==> src/shared/sfrie_pkg.sv <==
// Constants shared by the system interrupt enable and flag register bank
package sfrie_pkg;

  // ==========================================================
  // Register indices (byte address is four times the index)
  localparam logic [5:0] IDX_ENABLE_A = 6'h00;
  localparam logic [5:0] IDX_ENABLE_B = 6'h01;
  localparam logic [5:0] IDX_FLAG_A   = 6'h02;
  localparam logic [5:0] IDX_FLAG_B   = 6'h03;
  localparam logic [5:0] IDX_EVT_STAT = 6'h04;
  localparam logic [5:0] IDX_EVT_MASK = 6'h05;

  // ==========================================================
  // Enable register A field positions
  localparam int EN_WDOG  = 0;
  localparam int EN_OSC   = 1;
  localparam int EN_NMI   = 4;
  localparam int EN_ACCV  = 5;
  localparam logic [7:0] ENABLE_A_IMPL  = 8'h33;
  localparam logic [7:0] ENABLE_A_RESET = 8'h00;

  // ==========================================================
  // Flag register A field positions
  localparam int FL_WDOG  = 0;
  localparam int FL_OSC   = 1;
  localparam int FL_POR   = 2;
  localparam int FL_EXT   = 3;
  localparam int FL_NMI   = 4;
  localparam logic [7:0] FLAG_A_IMPL  = 8'h1f;
  localparam logic [7:0] FLAG_A_RESET = 8'h06;

  // ==========================================================
  // Event status and mask layout
  localparam int EV_WDOG  = 0;
  localparam int EV_OSC   = 1;
  localparam int EV_NMI   = 2;
  localparam int EV_ACCV  = 3;
  localparam int EV_FETCH = 4;
  localparam logic [7:0] EVT_IMPL  = 8'h1f;
  localparam logic [7:0] EVT_RESET = 8'h00;

  // ==========================================================
  // Fetch address map
  localparam logic [15:0] PERIPH_TOP = 16'h01ff;
  localparam logic [15:0] RAM_LO     = 16'h0200;
  localparam logic [15:0] RAM_HI     = 16'h027f;
  localparam logic [15:0] INFO_LO    = 16'h1000;
  localparam logic [15:0] INFO_HI    = 16'h10ff;
  localparam logic [15:0] MAIN_LO    = 16'hf800;
  localparam logic [15:0] MAIN_HI    = 16'hffff;

endpackage : sfrie_pkg

==> src/sfrie_bank.sv <==
// System interrupt enable and flag register bank with APB access
`timescale 1ns/10ps

module sfrie_bank (
  // Clock and power-on reset
  input  wire logic        clk,
  input  wire logic        rst,
  // APB slave
  input  wire logic        psel,
  input  wire logic        penable,
  input  wire logic        pwrite,
  input  wire logic [7:0]  paddr,
  input  wire logic [31:0] pwdata,
  input  wire logic [3:0]  pstrb,
  output logic [31:0]      prdata,
  output logic             pready,
  output logic             pslverr,
  // Instruction fetch observation
  input  wire logic        fetchValid,
  input  wire logic [15:0] fetchAddr,
  // System reset sources and events
  input  wire logic        pucRequest,
  input  wire logic        extResetEvent,
  input  wire logic        wdogOverflow,
  input  wire logic        keyViolation,
  input  wire logic        wdogIntervalMode,
  input  wire logic        oscFaultEvent,
  input  wire logic        pinNmiEvent,
  input  wire logic        accessViolation,
  // Reset outputs
  output logic             fetchResetReq,
  output logic             powerUpClear,
  // Enable bits toward the modules
  output logic             wdogIntervalIrqEn,
  output logic             oscFaultIrqEn,
  output logic             pinNmiIrqEn,
  output logic             flashAccessViolationIrqEn,
  // Requests toward the processor
  output logic             wdogIrq,
  output logic             nmiRequest,
  output logic             irq
);

  // ==========================================================
  // Declarations
  logic [7:0]  enableA_reg;
  logic [7:0]  enableA_next;
  logic [7:0]  flagA_reg;
  logic [7:0]  flagA_next;
  logic [7:0]  evtStat_reg;
  logic [7:0]  evtStat_next;
  logic [7:0]  evtMask_reg;
  logic [7:0]  evtMask_next;
  logic        accvPrev_reg;
  logic        pucSeen_reg;
  logic [31:0] prdata_next;
  logic        power_up_clear;
  logic        wrEn;
  logic        rdSetup;
  logic [5:0]  regIdx;
  logic        mapped;
  logic [7:0]  wByte;
  logic [7:0]  flagSet;
  logic [7:0]  evtSet;
  logic        accvRise;

  // ==========================================================
  // Clear what software clears, then add what hardware sets
  function automatic logic [7:0] applyW1c(
    input logic [7:0] cur,
    input logic [7:0] clr,
    input logic [7:0] set
  );
    return (cur & ~clr) | set;
  endfunction : applyW1c

  // ==========================================================
  // Fetch guard
  sfrie_fetch_guard u_guard (
    .clk           (clk),
    .rst           (rst),
    .fetchValid    (fetchValid),
    .fetchAddr     (fetchAddr),
    .fetchResetReq (fetchResetReq)
  );

  // Power-up clear from PUC request, fetch reset or external reset; power-on acts through rst
  assign power_up_clear = pucRequest || fetchResetReq || extResetEvent;

  // ==========================================================
  // APB decode
  // Byte address is the register index times four
  assign regIdx  = paddr[7:2];
  assign mapped  = (paddr[1:0] == 2'h0) && (regIdx <= sfrie_pkg::IDX_EVT_MASK);
  assign wrEn    = psel && penable && pwrite && mapped && pstrb[0];
  assign rdSetup = psel && !penable;
  assign wByte   = pwdata[7:0];
  // Zero wait states; misaligned or unmapped access answers with an error
  assign pready  = 1'b1;
  assign pslverr = psel && penable && !mapped;

  // Read data captured in the setup cycle, presented in the access cycle
  always_comb begin
    prdata_next = prdata;
    if (rdSetup) begin
      prdata_next = 32'h0000_0000;
      case (regIdx)
        sfrie_pkg::IDX_ENABLE_A: begin
          prdata_next[7:0] = enableA_reg & sfrie_pkg::ENABLE_A_IMPL;
        end
        sfrie_pkg::IDX_ENABLE_B: begin
          prdata_next[7:0] = 8'h00;
        end
        sfrie_pkg::IDX_FLAG_A: begin
          prdata_next[7:0] = flagA_reg & sfrie_pkg::FLAG_A_IMPL;
        end
        sfrie_pkg::IDX_FLAG_B: begin
          prdata_next[7:0] = 8'h00;
        end
        sfrie_pkg::IDX_EVT_STAT: begin
          prdata_next[7:0] = evtStat_reg;
        end
        sfrie_pkg::IDX_EVT_MASK: begin
          prdata_next[7:0] = evtMask_reg;
        end
        default: begin
          prdata_next = 32'h0000_0000;
        end
      endcase
      if (paddr[1:0] != 2'h0) begin
        prdata_next = 32'h0000_0000;
      end
    end
  end

  always_ff @(posedge clk) begin
    if (rst) begin
      prdata <= 32'h0000_0000;
    end else begin
      prdata <= prdata_next;
    end
  end

  // ==========================================================
  // Enable register A
  // Writes to the second enable register land nowhere
  always_comb begin
    enableA_next = enableA_reg;
    if (wrEn && regIdx == sfrie_pkg::IDX_ENABLE_A) begin
      enableA_next = wByte & sfrie_pkg::ENABLE_A_IMPL;
    end
    if (power_up_clear) begin
      enableA_next = sfrie_pkg::ENABLE_A_RESET;
    end
  end

  always_ff @(posedge clk) begin
    if (rst) begin
      enableA_reg <= sfrie_pkg::ENABLE_A_RESET;
    end else begin
      enableA_reg <= enableA_next;
    end
  end

  assign wdogIntervalIrqEn         = enableA_reg[sfrie_pkg::EN_WDOG];
  assign oscFaultIrqEn             = enableA_reg[sfrie_pkg::EN_OSC];
  assign pinNmiIrqEn               = enableA_reg[sfrie_pkg::EN_NMI];
  assign flashAccessViolationIrqEn = enableA_reg[sfrie_pkg::EN_ACCV];

  // ==========================================================
  // Flag register A
  // Hardware sets win over a software write in the same cycle
  always_comb begin
    flagSet = 8'h00;
    flagSet[sfrie_pkg::FL_WDOG] = wdogOverflow || keyViolation;
    flagSet[sfrie_pkg::FL_OSC]  = oscFaultEvent;
    flagSet[sfrie_pkg::FL_EXT]  = extResetEvent;
    flagSet[sfrie_pkg::FL_NMI]  = pinNmiEvent;
    flagA_next = flagA_reg;
    if (wrEn && regIdx == sfrie_pkg::IDX_FLAG_A) begin
      flagA_next = applyW1c(flagA_reg, ~wByte, wByte) & sfrie_pkg::FLAG_A_IMPL;
    end
    flagA_next = flagA_next | flagSet;
    if (power_up_clear) begin
      // Power-up clear sets the oscillator flag and drops the pin flag unless pinNmiEvent is high in the same cycle
      flagA_next[sfrie_pkg::FL_OSC] = 1'b1;
      flagA_next[sfrie_pkg::FL_NMI] = pinNmiEvent;
    end
    if (extResetEvent) begin
      flagA_next[sfrie_pkg::FL_WDOG] = 1'b0;
    end
  end

  // Power-on reset sets the oscillator and power-on flags and clears the rest
  always_ff @(posedge clk) begin
    if (rst) begin
      flagA_reg <= sfrie_pkg::FLAG_A_RESET;
    end else begin
      flagA_reg <= flagA_next;
    end
  end

  // ==========================================================
  // Request outputs
  // No global enable enters here, so it cannot block these sources
  assign nmiRequest = (flagA_reg[sfrie_pkg::FL_NMI] && pinNmiIrqEn)
                   || (flagA_reg[sfrie_pkg::FL_OSC] && oscFaultIrqEn)
                   || (accessViolation && flashAccessViolationIrqEn);
  // In reset mode the watchdog resets the chip; the enable is moot
  assign wdogIrq = wdogIntervalMode && wdogIntervalIrqEn
                && flagA_reg[sfrie_pkg::FL_WDOG];
  // Module-local flags such as timer or port flags are not mirrored here
  assign powerUpClear = pucSeen_reg;

  // ==========================================================
  // Event status and mask
  assign accvRise = accessViolation && !accvPrev_reg;

  always_comb begin
    evtSet = 8'h00;
    evtSet[sfrie_pkg::EV_WDOG]  = flagSet[sfrie_pkg::FL_WDOG];
    evtSet[sfrie_pkg::EV_OSC]   = oscFaultEvent;
    evtSet[sfrie_pkg::EV_NMI]   = pinNmiEvent;
    evtSet[sfrie_pkg::EV_ACCV]  = accvRise;
    evtSet[sfrie_pkg::EV_FETCH] = fetchResetReq;
    evtStat_next = evtStat_reg | evtSet;
    evtMask_next = evtMask_reg;
    if (wrEn && regIdx == sfrie_pkg::IDX_EVT_STAT) begin
      evtStat_next = applyW1c(evtStat_reg, wByte, evtSet) & sfrie_pkg::EVT_IMPL;
    end
    if (wrEn && regIdx == sfrie_pkg::IDX_EVT_MASK) begin
      evtMask_next = wByte & sfrie_pkg::EVT_IMPL;
    end
  end

  // Status survives power-up clear so software can see the cause
  always_ff @(posedge clk) begin
    if (rst) begin
      evtStat_reg  <= sfrie_pkg::EVT_RESET;
      evtMask_reg  <= sfrie_pkg::EVT_RESET;
      accvPrev_reg <= 1'b0;
      pucSeen_reg  <= 1'b1;
    end else begin
      evtStat_reg  <= evtStat_next;
      evtMask_reg  <= evtMask_next;
      accvPrev_reg <= accessViolation;
      pucSeen_reg  <= power_up_clear;
    end
  end

  // Level interrupt while any unmasked status bit stands
  assign irq = |(evtStat_reg & evtMask_reg);

endmodule : sfrie_bank

==> src/sfrie_fetch_guard.sv <==
// Illegal instruction fetch detector raising a one-cycle reset request
`timescale 1ns/10ps

module sfrie_fetch_guard (
  // Clock and reset
  input  wire logic        clk,
  input  wire logic        rst,
  // Fetch observation
  input  wire logic        fetchValid,
  input  wire logic [15:0] fetchAddr,
  // Reset request
  output logic             fetchResetReq
);

  logic fetchResetReq_next;

  // ==========================================================
  // Address classification
  // Lowest vector slots sit inside main flash, so they fetch as code
  function automatic logic isIllegal(input logic [15:0] a);
    logic ok;
    ok = 1'b0;
    if (a >= sfrie_pkg::RAM_LO && a <= sfrie_pkg::RAM_HI) begin
      ok = 1'b1;
    end
    if (a >= sfrie_pkg::INFO_LO && a <= sfrie_pkg::INFO_HI) begin
      ok = 1'b1;
    end
    if (a >= sfrie_pkg::MAIN_LO && a <= sfrie_pkg::MAIN_HI) begin
      ok = 1'b1;
    end
    if (a <= sfrie_pkg::PERIPH_TOP) begin
      ok = 1'b0;
    end
    return !ok;
  endfunction : isIllegal

  // ==========================================================
  // Request generation
  always_comb begin
    fetchResetReq_next = fetchValid && isIllegal(fetchAddr);
  end

  // Registered so the reset request is glitch free
  always_ff @(posedge clk) begin
    if (rst) begin
      fetchResetReq <= 1'b0;
    end else begin
      fetchResetReq <= fetchResetReq_next;
    end
  end

endmodule : sfrie_fetch_guard

==> config.mk <==
export PLATFORM = sky130hd
export DESIGN_NAME = sfrie_bank
export DESIGN_NICKNAME = d
export VERILOG_FILES = /design/src/shared/sfrie_pkg.sv /design/src/sfrie_bank.sv /design/src/sfrie_fetch_guard.sv
export SDC_FILE = /design/constraint.sdc
export NUM_CORES = 1
export LEC_CHECK = 0
export CORE_MARGIN = 3
export CORE_UTILIZATION = 27
export CTS_BUF_LIST = sky130_fd_sc_hd__clkbuf_4 sky130_fd_sc_hd__clkbuf_8 sky130_fd_sc_hd__clkbuf_16
export CTS_CLUSTER_DIAMETER = 50
export DETAILED_ROUTE_END_ITERATION = 7
export DONT_BUFFER_PORTS = 1
export MAX_ROUTING_LAYER = met4
export PLACE_DENSITY_LB_ADDON = 0.2
export SYNTH_ARGS = -nofsm -noshare
export SYNTH_HDL_FRONTEND = slang
export SYNTH_SLANG_ARGS = --single-unit
==> constraint.sdc <==
create_clock -name clk -period 2.1 [get_ports clk]
set_input_delay 0.315 -clock clk [delete_from_list [all_inputs] [get_ports clk]]
set_output_delay 0.315 -clock clk [all_outputs]
set_load 0.01 [all_outputs]
==> flow_summary.toml, run 1 <==
[grt]
grt_overflow_total = 0
grt_usage_pct = 12.9
grt_pass1_vias = 1144
grt_pass1_wl_mm = 6.32
grt_max_degree = 21
grt_antenna_before_repair = 0

[critical_path]
path_class = "flip-flop to primary output"
cp-end-kind = "primary output"
arrival_ns = 1.20
cp.required_ns = 1.78
cp-start-kind = "flip-flop"
critical_path.max_fanout = 4

[sta]
setup-violations-final = 0
fin_tns_setup_ns = 0
finalHoldViolations = 0
rsz0062_at_grt = "no"
slew_viol_final = 0
post-route-period-util_pct = 72.0
fmax_ghz = 0.661
period_minus_slack_ns = 1.51
skew_ns = 0.00898

[logic_synthesis]
syn_inst = 181
synthDominantCellAreaShare_pct = 36.1
yosysTopAreaCell = "dfxtp_1"
yosysWarnings = 0
synth.avg_cell_area_um2 = 8.57
ys_seq_elements = 28
syn_area_um2 = 1550
yosysSeqAreaShare_pct = 36.1
yosys-top-cells-area = "dfxtp_1, buf_4, o21ai_0, a222oi_1, a21oi_1"
ys_types = 39

[floorplan]
start_util_pct = 29.1
dieArea_um2 = 6690
fp-row-count = 26
dieWidth_um = 81.8
coreArea_um2 = 5340
ioPinCount = 117
die_h_um = 81.8

[cts]
cts_max_path_buffers = 2
cts_hold_buf = 0
clock_sinks = 28
worstSkewPairLatency_ns = 0.28
cts_tree = "yes"
clk_pin_slew_ns = 0.10
root_buffer = "clkbuf_8"
cts_resized = 0
cts_made_buffers = 3
post_cts.repair.setup_buffers = 0
htree_levels = 1

[power]
peakVddDrop_uv = 421
power.switching_mw = 0.229
switching_share_pct = 21.7
pwr-share-comb_pct = 7.1
p_seq_share_pct = 52.8
p_clk_share_pct = 40.1
p_per_area_nw_per_um2 = 652
power_mw = 1.05
intPower_mw = 0.826
leakagePower_nw = 0.582

[place]
dpl_cell_area_um2 = 1550
finalWeightedCongestion = 0.694
port_buffers = 0
hpwl_mm = 3.28

[routing]
ant_nets = 0
drt-total-wl_mm = 4.11
dr.pass1.iters = 6
viasPerCell = 4.94
drt_iter0_drc = 135
vias = 1249
drc = 0
wire_per_inst_um = 16.2

[outcome]
status = "finished, final reports clean"

[layout]
syn2layout_area_growth_pct = 4.19
fin_util_pct = 30.3
largest_register_ffs = 6
insertedDiodeCount = 0
final_area_um2 = 1620
regMostFlops = "prdata"
drive_above_1_share_pct = 10.9
final_nets = 258

[flow_run]
max-cap-violations = 0

[hold_path]
hp-class = "primary input to flip-flop"
-- synthesized netlist by cell type --
cell type / number
nor2b_1: 5
and3_1: 3
inv_1: 5
dfxtp_1: 28
or2_2: 1
nand4_1: 6
nand2_1: 12
or3_1: 1
a222oi_1: 5
a311oi_1: 5
and2_1: 1
mux2_2: 3
clkbuf_1: 5
a211oi_2: 1
o21ai_0: 13
or2_1: 1
a32oi_1: 2
mux2i_1: 3
a21oi_1: 9
a221oi_1: 1
nor4_1: 1
or3b_1: 2
nand2b_1: 2
nor3_1: 5
nor4_4: 1
a211o_2: 1
a211oi_1: 1
nand3_1: 7
or3_4: 1
a2111oi_0: 1
a22oi_1: 3
nor2_1: 11
nor3b_1: 1
conb_1: 2
and4b_1: 1
o22ai_1: 1
buf_6: 1
buf_4: 27
nor4_2: 2
-- layout by cell type (no fill, tap or decap), types with 6 or more instances in the layout --
cell	n
nand2_1	12
conb_1	27
o21ai_0	13
buf_4	6
a21oi_1	9
nand4_1	6
nand3_1	7
dfxtp_1	28
nor2_1	11
-- cell type report --
type	instances	area [um2]
clock buffer	3	41.3
clock inverter	1	30.0
fill	591	3720
inverter	5	18.8
multi-input combinational	140	833
sequential	28	561
tap	70	87.6
timing repair buffer	6	45.0
-- logic make-up after synthesis --
kind of cell	Yosys count	synth area share [%]
AO/OA/AOI/OAI	43	19.2
flip-flops	28	36.1
other	2	0.484
multiplexers	6	4.11
AND/OR/NAND/NOR	64	23.9
buffers and inverters	38	16.2
-- power groups by stage --
| stage | logic (mW) | clock network, mW | registers [mW] |
|---|---|---|---|
| after floorplan | 0.110 | 0 | 0.564 |
| after global placement | 0.0735 | 0 | 0.569 |
| after detailed placement | 0.0744 | 0 | 0.568 |
| after CTS | 0.0746 | 0.434 | 0.556 |
| after global routing | 0.0850 | 0.450 | 0.558 |
| final | 0.0752 | 0.423 | 0.556 |
-- routing by layer --
metal / GRT usage (%) / share of wire [%] / vias to the layer above
met4: 1.99 / 0.54 / 0
met2: 19.9 / 47 / 59
li1: - / - / 617
met5: - / 0 / -
met1: 16.5 / 44 / 568
met3: 4.50 / 9.1 / 5
-- final timing paths --
path | startpoint | to | slack [ns] | cells past startpoint
worst max-delay path | enableA_reg[4] | nmiRequest | 0.59 | 2
worst min-delay path | extResetEvent | flagA_reg[0] | 0.09 | 1
worst max register to register | enableA_reg[0] | prdata[0] | 0.84 | 3
worst min register to register | evtMask_reg[4] | evtMask_reg[4] | 0.50 | 2
-- stage by stage --
step / hold slack [ns] / worst slack [ns] / std cells
2_1_floorplan: 0.388 / 0.361 / 206
5_1_grt: 0.0736 / 0.506 / 253
4_1_cts: 0.0789 / 0.565 / 253
3_5_place_dp: 0.387 / 0.321 / 249
6_report: 0.0873 / 0.588 / 253
3_3_place_gp: 0.386 / 0.325 / 249
-- worst max-delay path: stages (launching register included) --
cell and delay (ns):
dfxtp_1 0.39, a222oi_1 0.38, inv_1 0.14
Note: power is estimated with default switching activity, not from simulation.
==> inputs of run 2 (changes only) <==
--- a/config.mk
+++ b/config.mk
@@ -5,6 +5,7 @@
 export SDC_FILE = /design/constraint.sdc
 export NUM_CORES = 1
 export LEC_CHECK = 0
+export ABC_AREA = 1
 export CORE_MARGIN = 3
 export CORE_UTILIZATION = 27
 export CTS_BUF_LIST = sky130_fd_sc_hd__clkbuf_4 sky130_fd_sc_hd__clkbuf_8 sky130_fd_sc_hd__clkbuf_16
==> constraint.sdc (replaced) <==
create_clock -name clk -period 1.2 [get_ports clk]
set_input_delay 0.18 -clock clk [delete_from_list [all_inputs] [get_ports clk]]
set_output_delay 0.18 -clock clk [all_outputs]
set_load 0.01 [all_outputs]
==> run 2 against run 1 <==
Against the previous run: the flow now finishes with violations (setup timing); final area up 17%; core utilization is 2.6 points higher; largest cell class unchanged; critical endpoint is now irq; non-clock buffer count rose by 14; first-iteration DRC count shrank 51%; highest routed layer unchanged; clock skew shrank 0.0044 ns.
==> flow_summary.toml, run 2 <==
[cts]
htree_levels = 1
root_buffer = "clkbuf_8"
clk_pin_slew_ns = 0.10
cts_tree = "yes"
clock_sinks = 28
worstSkewPairLatency_ns = 0.28
cts_max_path_buffers = 2
cts_made_buffers = 3

[place]
port_buffers = 0
place_inst = 314
hpwl_mm = 3.47
finalWeightedCongestion = 0.751

[routing]
vias = 1422
viasPerCell = 4.39
drc = 0
drt-met1-wl_mm = 1.89
dr.pass1.iters = 4
wire_per_inst_um = 13.0
highest_layer = "met4"
ant_nets = 0
drt-total-wl_mm = 4.22
drt_iter0_drc = 66
met2_length_mm = 1.89
wl_met3_um = 371

[floorplan]
fp-row-count = 27
die_h_um = 84.4
ioPinCount = 117
start_util_pct = 28.9
coreArea_um2 = 5740
dieWidth_um = 84.4
dieArea_um2 = 7130

[logic_synthesis]
synth_common_cells = "nand2_1, inv_1, buf_4, dfxtp_1, a21oi_1"
syn_inst = 232
ys_seq_elements = 28
yosys.area_share.xor_xnor_pct = 0
yosys-top-cells-area = "dfxtp_1, buf_4, nand2_1, inv_1, a21oi_1"
synth_enable_flop_cells = 0
synthAdderAreaFrac_pct = 0
synthSimpleGateAreaFrac_pct = 29.4
yosysWarnings = 0
synthFlopType = "dfxtp_1"
synth_compound_area_share_pct = 16.5
synthDominantCellAreaShare_pct = 33.8
synth.avg_cell_area_um2 = 7.16
yosysTopAreaCell = "dfxtp_1"
synth_top_family_by_area = "simple AND/OR/NAND/NOR gates"
ys_types = 31
synthMuxAreaShare_pct = 0
yosysMostFrequentCell = "nand2_1"
yosysSeqAreaShare_pct = 33.8
syn_area_um2 = 1660
async_flop_share_pct = 0

[power]
power_mw = 1.93
leakagePower_nw = 0.899
p_per_area_nw_per_um2 = 1020
peakVddDrop_uv = 437

[critical_path]
path_class = "flip-flop to primary output"
reg2reg_to = "enableA_reg[4]"
critical_path.max_fanout = 2
cp-end-kind = "primary output"
r2r-start = "u_guard.fetchResetReq"
rrSetupSlack_ns = 0.13
cp-start-kind = "flip-flop"
r2r_cells = 5
cp.required_ns = 1.02
arrival_ns = 1.04
cp-startpoint = "evtStat_reg[1]"

[sta]
period_minus_slack_ns = 1.22
finalHoldViolations = 0
worst_slack_ns = -0.0179
setup-violations-final = 1
skew_ns = 0.00454
fmax_ghz = 0.821
post-route-period-util_pct = 101
rsz0062_at_grt = "yes"
slew_viol_final = 0

[grt]
grt_usage_pct = 12.0
grt_pass1_vias = 1328
grt_overflow_total = 0
grt_max_degree = 17
grt_pass1_wl_mm = 6.62
grt_antenna_before_repair = 0

[hold_path]
hp-class = "primary input to flip-flop"
min_path_cells = 2
hp-start = "accessViolation"
min_to = "accvPrev_reg"

[layout]
nFillCells = 634
drive_above_1_share_pct = 20.2
stdcell_count = 324
layout_common_cells = "nand2_1, inv_1, conb_1"
final_common_cell = "nand2_1"
largest_register_ffs = 6
regMostFlops = "prdata"
insertedDiodeCount = 0
syn2layout_area_growth_pct = 13.7
final_nets = 327

[flow_run]
max-cap-violations = 0

[outcome]
violations = "setup timing"
status = "complete, but fails checks"
## run 2: logic make-up after synthesis
family / Yosys count
simple gates: 92
compound gates: 50
buf+inv: 60
other cells: 2
flops: 28
## run 2: final cells by class
type,instances,area [um2],share of cell area (%)
multi-input combinational,169,888,47.1
sequential,28,569,30.2
timing repair buffer,20,153,8.08
inverter,31,116,6.16
tap,72,90.1,4.77
clock buffer,3,41.3,2.19
clock inverter,1,30.0,1.59
## run 2: how the worst max path moves through the flow
stage,to,slack (ns),cells past startpoint
after floorplan,evtStat_reg[0],0.02,6
after global placement,prdata[2],-0.13,8
after detailed placement,prdata[2],-0.11,8
after CTS,irq,-0.03,4
after global routing,irq,-0.07,4
final,irq,-0.02,4
## run 2: through the flow
step	TNS, ns	hold WS, ns	utilization [%]	setup WS, ns	cell area (um2)
5_1_grt	-0.0735	0.0288	32.9	-0.0735	1890
3_3_place_gp	-0.379	0.250	30.2	-0.126	1740
6_report	-0.0179	0.0217	32.9	-0.0179	1890
3_5_place_dp	-0.424	0.253	30.2	-0.111	1740
2_1_floorplan	0	0.296	-	0.0234	1750
4_1_cts	-0.0306	0.0135	32.5	-0.0306	1870
## run 2: per-layer routing
metal  track usage (%)  up-vias
met5                 -        -
met4              3.88        0
met3              2.55        5
met2              17.9       58
met1              16.1      627
li1                  -      732
## run 2: critical path, cell delays in order, from the launching register on
cell      delay, ns
dfxtp_2        0.34
nand2_2        0.06
nand2_2        0.05
a221oi_2       0.17
nand2_1        0.14
## run 2: power breakdown
| group | switching, mW | leakage [nW] | internal [mW] |
|---|---|---|---|
| combinational | 0.137 | 0.632 | 0.0660 |
| sequential | 0.0182 | 0.231 | 0.955 |
| clock | 0.307 | 0.0357 | 0.447 |
## run 2: repair_timing
action                     CTS  global route
buffers inserted             4             1
pin swaps                    3             1
hold buffers                 1             0
setup endpoints to repair    2             6
resized for setup            8             5
hold endpoints to repair    10             0
==> inputs of run 3 (changes only) <==
==> constraint.sdc (replaced) <==
create_clock -name clk -period 1.4 [get_ports clk]
set_input_delay 0.21 -clock clk [delete_from_list [all_inputs] [get_ports clk]]
set_output_delay 0.21 -clock clk [all_outputs]
set_load 0.01 [all_outputs]
==> run 3 against run 2 <==
Against the previous run: hold slack better by 0.0030 ns; the run now ends clean; sequential share of layout area up 1.0 points; register-to-register slack better by 0.15 ns; clock-buffer cell count unchanged; clock power down 15%; combinational power down 22%; critical endpoint unchanged; critical path depth unchanged; die area unchanged; flip-flop and latch count unchanged; first-iteration DRC count up 6.1%.
==> flow_summary.toml, run 3 (synthesis results as in run 2) <==
[layout]
seq_area_um2 = 561
largest_register_ffs = 6
final_nets = 318
drive_above_1_share_pct = 12.8
regMostFlops = "prdata"
insertedDiodeCount = 0
final_common_cell = "nand2_1"
multi_input_area_um2 = 876
syn2layout_area_growth_pct = 8.37
nFillCells = 658
layout_common_cells = "nand2_1, inv_1, dfxtp_1"
stdcell_count = 315

[floorplan]
dieArea_um2 = 7130
coreArea_um2 = 5740
start_util_pct = 28.9
ioPinCount = 117
dieWidth_um = 84.4
die_h_um = 84.4
fp-row-count = 27

[sta]
fin_tns_setup_ns = 0
setup-violations-final = 0
post-route-period-util_pct = 89.2
period_minus_slack_ns = 1.25
skew_ns = 0.0112
finalHoldViolations = 0
rsz0062_at_grt = "no"
hold-worst-slack_ns = 0.0247
fmax_ghz = 0.801
slew_viol_final = 0

[grt]
grt_pass1_wl_mm = 6.65
grt_pass1_vias = 1273
grt_max_degree = 17
grt_usage_pct = 12.1
grt_overflow_total = 0
grt_antenna_before_repair = 0

[hold_path]
hp-class = "primary input to flip-flop"

[critical_path]
path_class = "flip-flop to primary output"
slowest_delay_ns = 0.34
crit_slowest_cell = "dfxtp_1"
cp.required_ns = 1.19
cp_common_cell = "nand2_1"
cp-end-kind = "primary output"
cp-start-kind = "flip-flop"
critical_path.max_fanout = 3
crit_path_cell_trace = "nand2_1, nand2_1, a221oi_2, nand2_1"
arrival_ns = 1.04

[power]
switching_share_pct = 23.6
power_mw = 1.63
power.switching_mw = 0.385
intPower_mw = 1.25
pwr-share-comb_pct = 9.8
p_per_area_nw_per_um2 = 906
p_clk_share_pct = 39.2
p_seq_share_pct = 51.1
leakagePower_nw = 0.847
peakVddDrop_uv = 348

[cts]
cts_max_path_buffers = 2
clock_sinks = 28
clk_pin_slew_ns = 0.10
cts_tree = "yes"
cts_made_buffers = 3
worstSkewPairLatency_ns = 0.28
post_cts.repair.setup_buffers = 0
root_buffer = "clkbuf_8"
htree_levels = 1

[place]
port_buffers = 0
hpwl_mm = 3.50
finalWeightedCongestion = 0.804
place_inst = 310

[routing]
drt-total-wl_mm = 4.13
viasPerCell = 4.39
drt_iter0_drc = 70
ant_nets = 0
drc = 0
wire_per_inst_um = 13.1
vias = 1384
dr.pass1.iters = 4

[outcome]
status = "finished, final reports clean"

[flow_run]
max-cap-violations = 0
## run 3: timing repair
action	in CTS	in global routing
endpoints found under the setup margin	0	2
hold endpoints to repair	9	0
hold buffers	1	0
gates resized for setup	0	2
## run 3: power groups by stage
stage	sequential (mW)	combinational [mW]	clock [mW]
after floorplan	0.846	0.181	0
after global placement	0.851	0.152	0
after detailed placement	0.850	0.153	0
after CTS	0.832	0.160	0.670
after global routing	0.836	0.185	0.700
final	0.833	0.159	0.639
## run 3: path summary, 6_finish.rpt
kind / slack, ns / startpoint / cells past startpoint / to
setup / recovery: 0.15 / evtStat_reg[0] / 4 / irq
hold / removal: 0.02 / rst / 1 / evtStat_reg[3]
setup reg to reg: 0.28 / u_guard.fetchResetReq / 5 / enableA_reg[4]
hold reg to reg: 0.44 / accvPrev_reg / 1 / evtStat_reg[3]
## run 3: layout make-up
| type | instances | area share, % |
|---|---|---|
| clock buffers | 3 | 2.29 |
| well taps | 72 | 5.01 |
| flip-flops and latches | 28 | 31.2 |
| clock inverters | 1 | 1.67 |
| multi-input cells | 169 | 48.7 |
| inverters | 31 | 6.47 |
| repair buffers | 11 | 4.73 |
## run 3: metal layers
| metal | track usage [%] | wire, um |
|---|---|---|
| met1 | 16.7 | 1910 |
| met4 | 3.02 | 36 |
| met5 | - | 0 |
| met2 | 18.2 | 1870 |
| met3 | 2.55 | 311 |
## run 3: through the flow
| step | area [um2] | worst slack, ns | utilization (%) |
|---|---|---|---|
| finish | 1800 | 0.151 | 31.3 |
| global route | 1800 | 0.0524 | 31.3 |
| floorplan | 1750 | 0.193 | - |
| CTS | 1790 | 0.0528 | 31.1 |
| global placement | 1710 | 0.0391 | 29.7 |
| detailed placement | 1710 | 0.0987 | 29.7 |
## run 3: worst max-delay path, delay by kind of cell, from the launching register on
| family | cells | cell delay, ns |
|---|---|---|
| AND/OR/NAND/NOR | 3 | 0.27 |
| flip-flops | 1 | 0.34 |
| AO/OA/AOI/OAI | 1 | 0.16 |
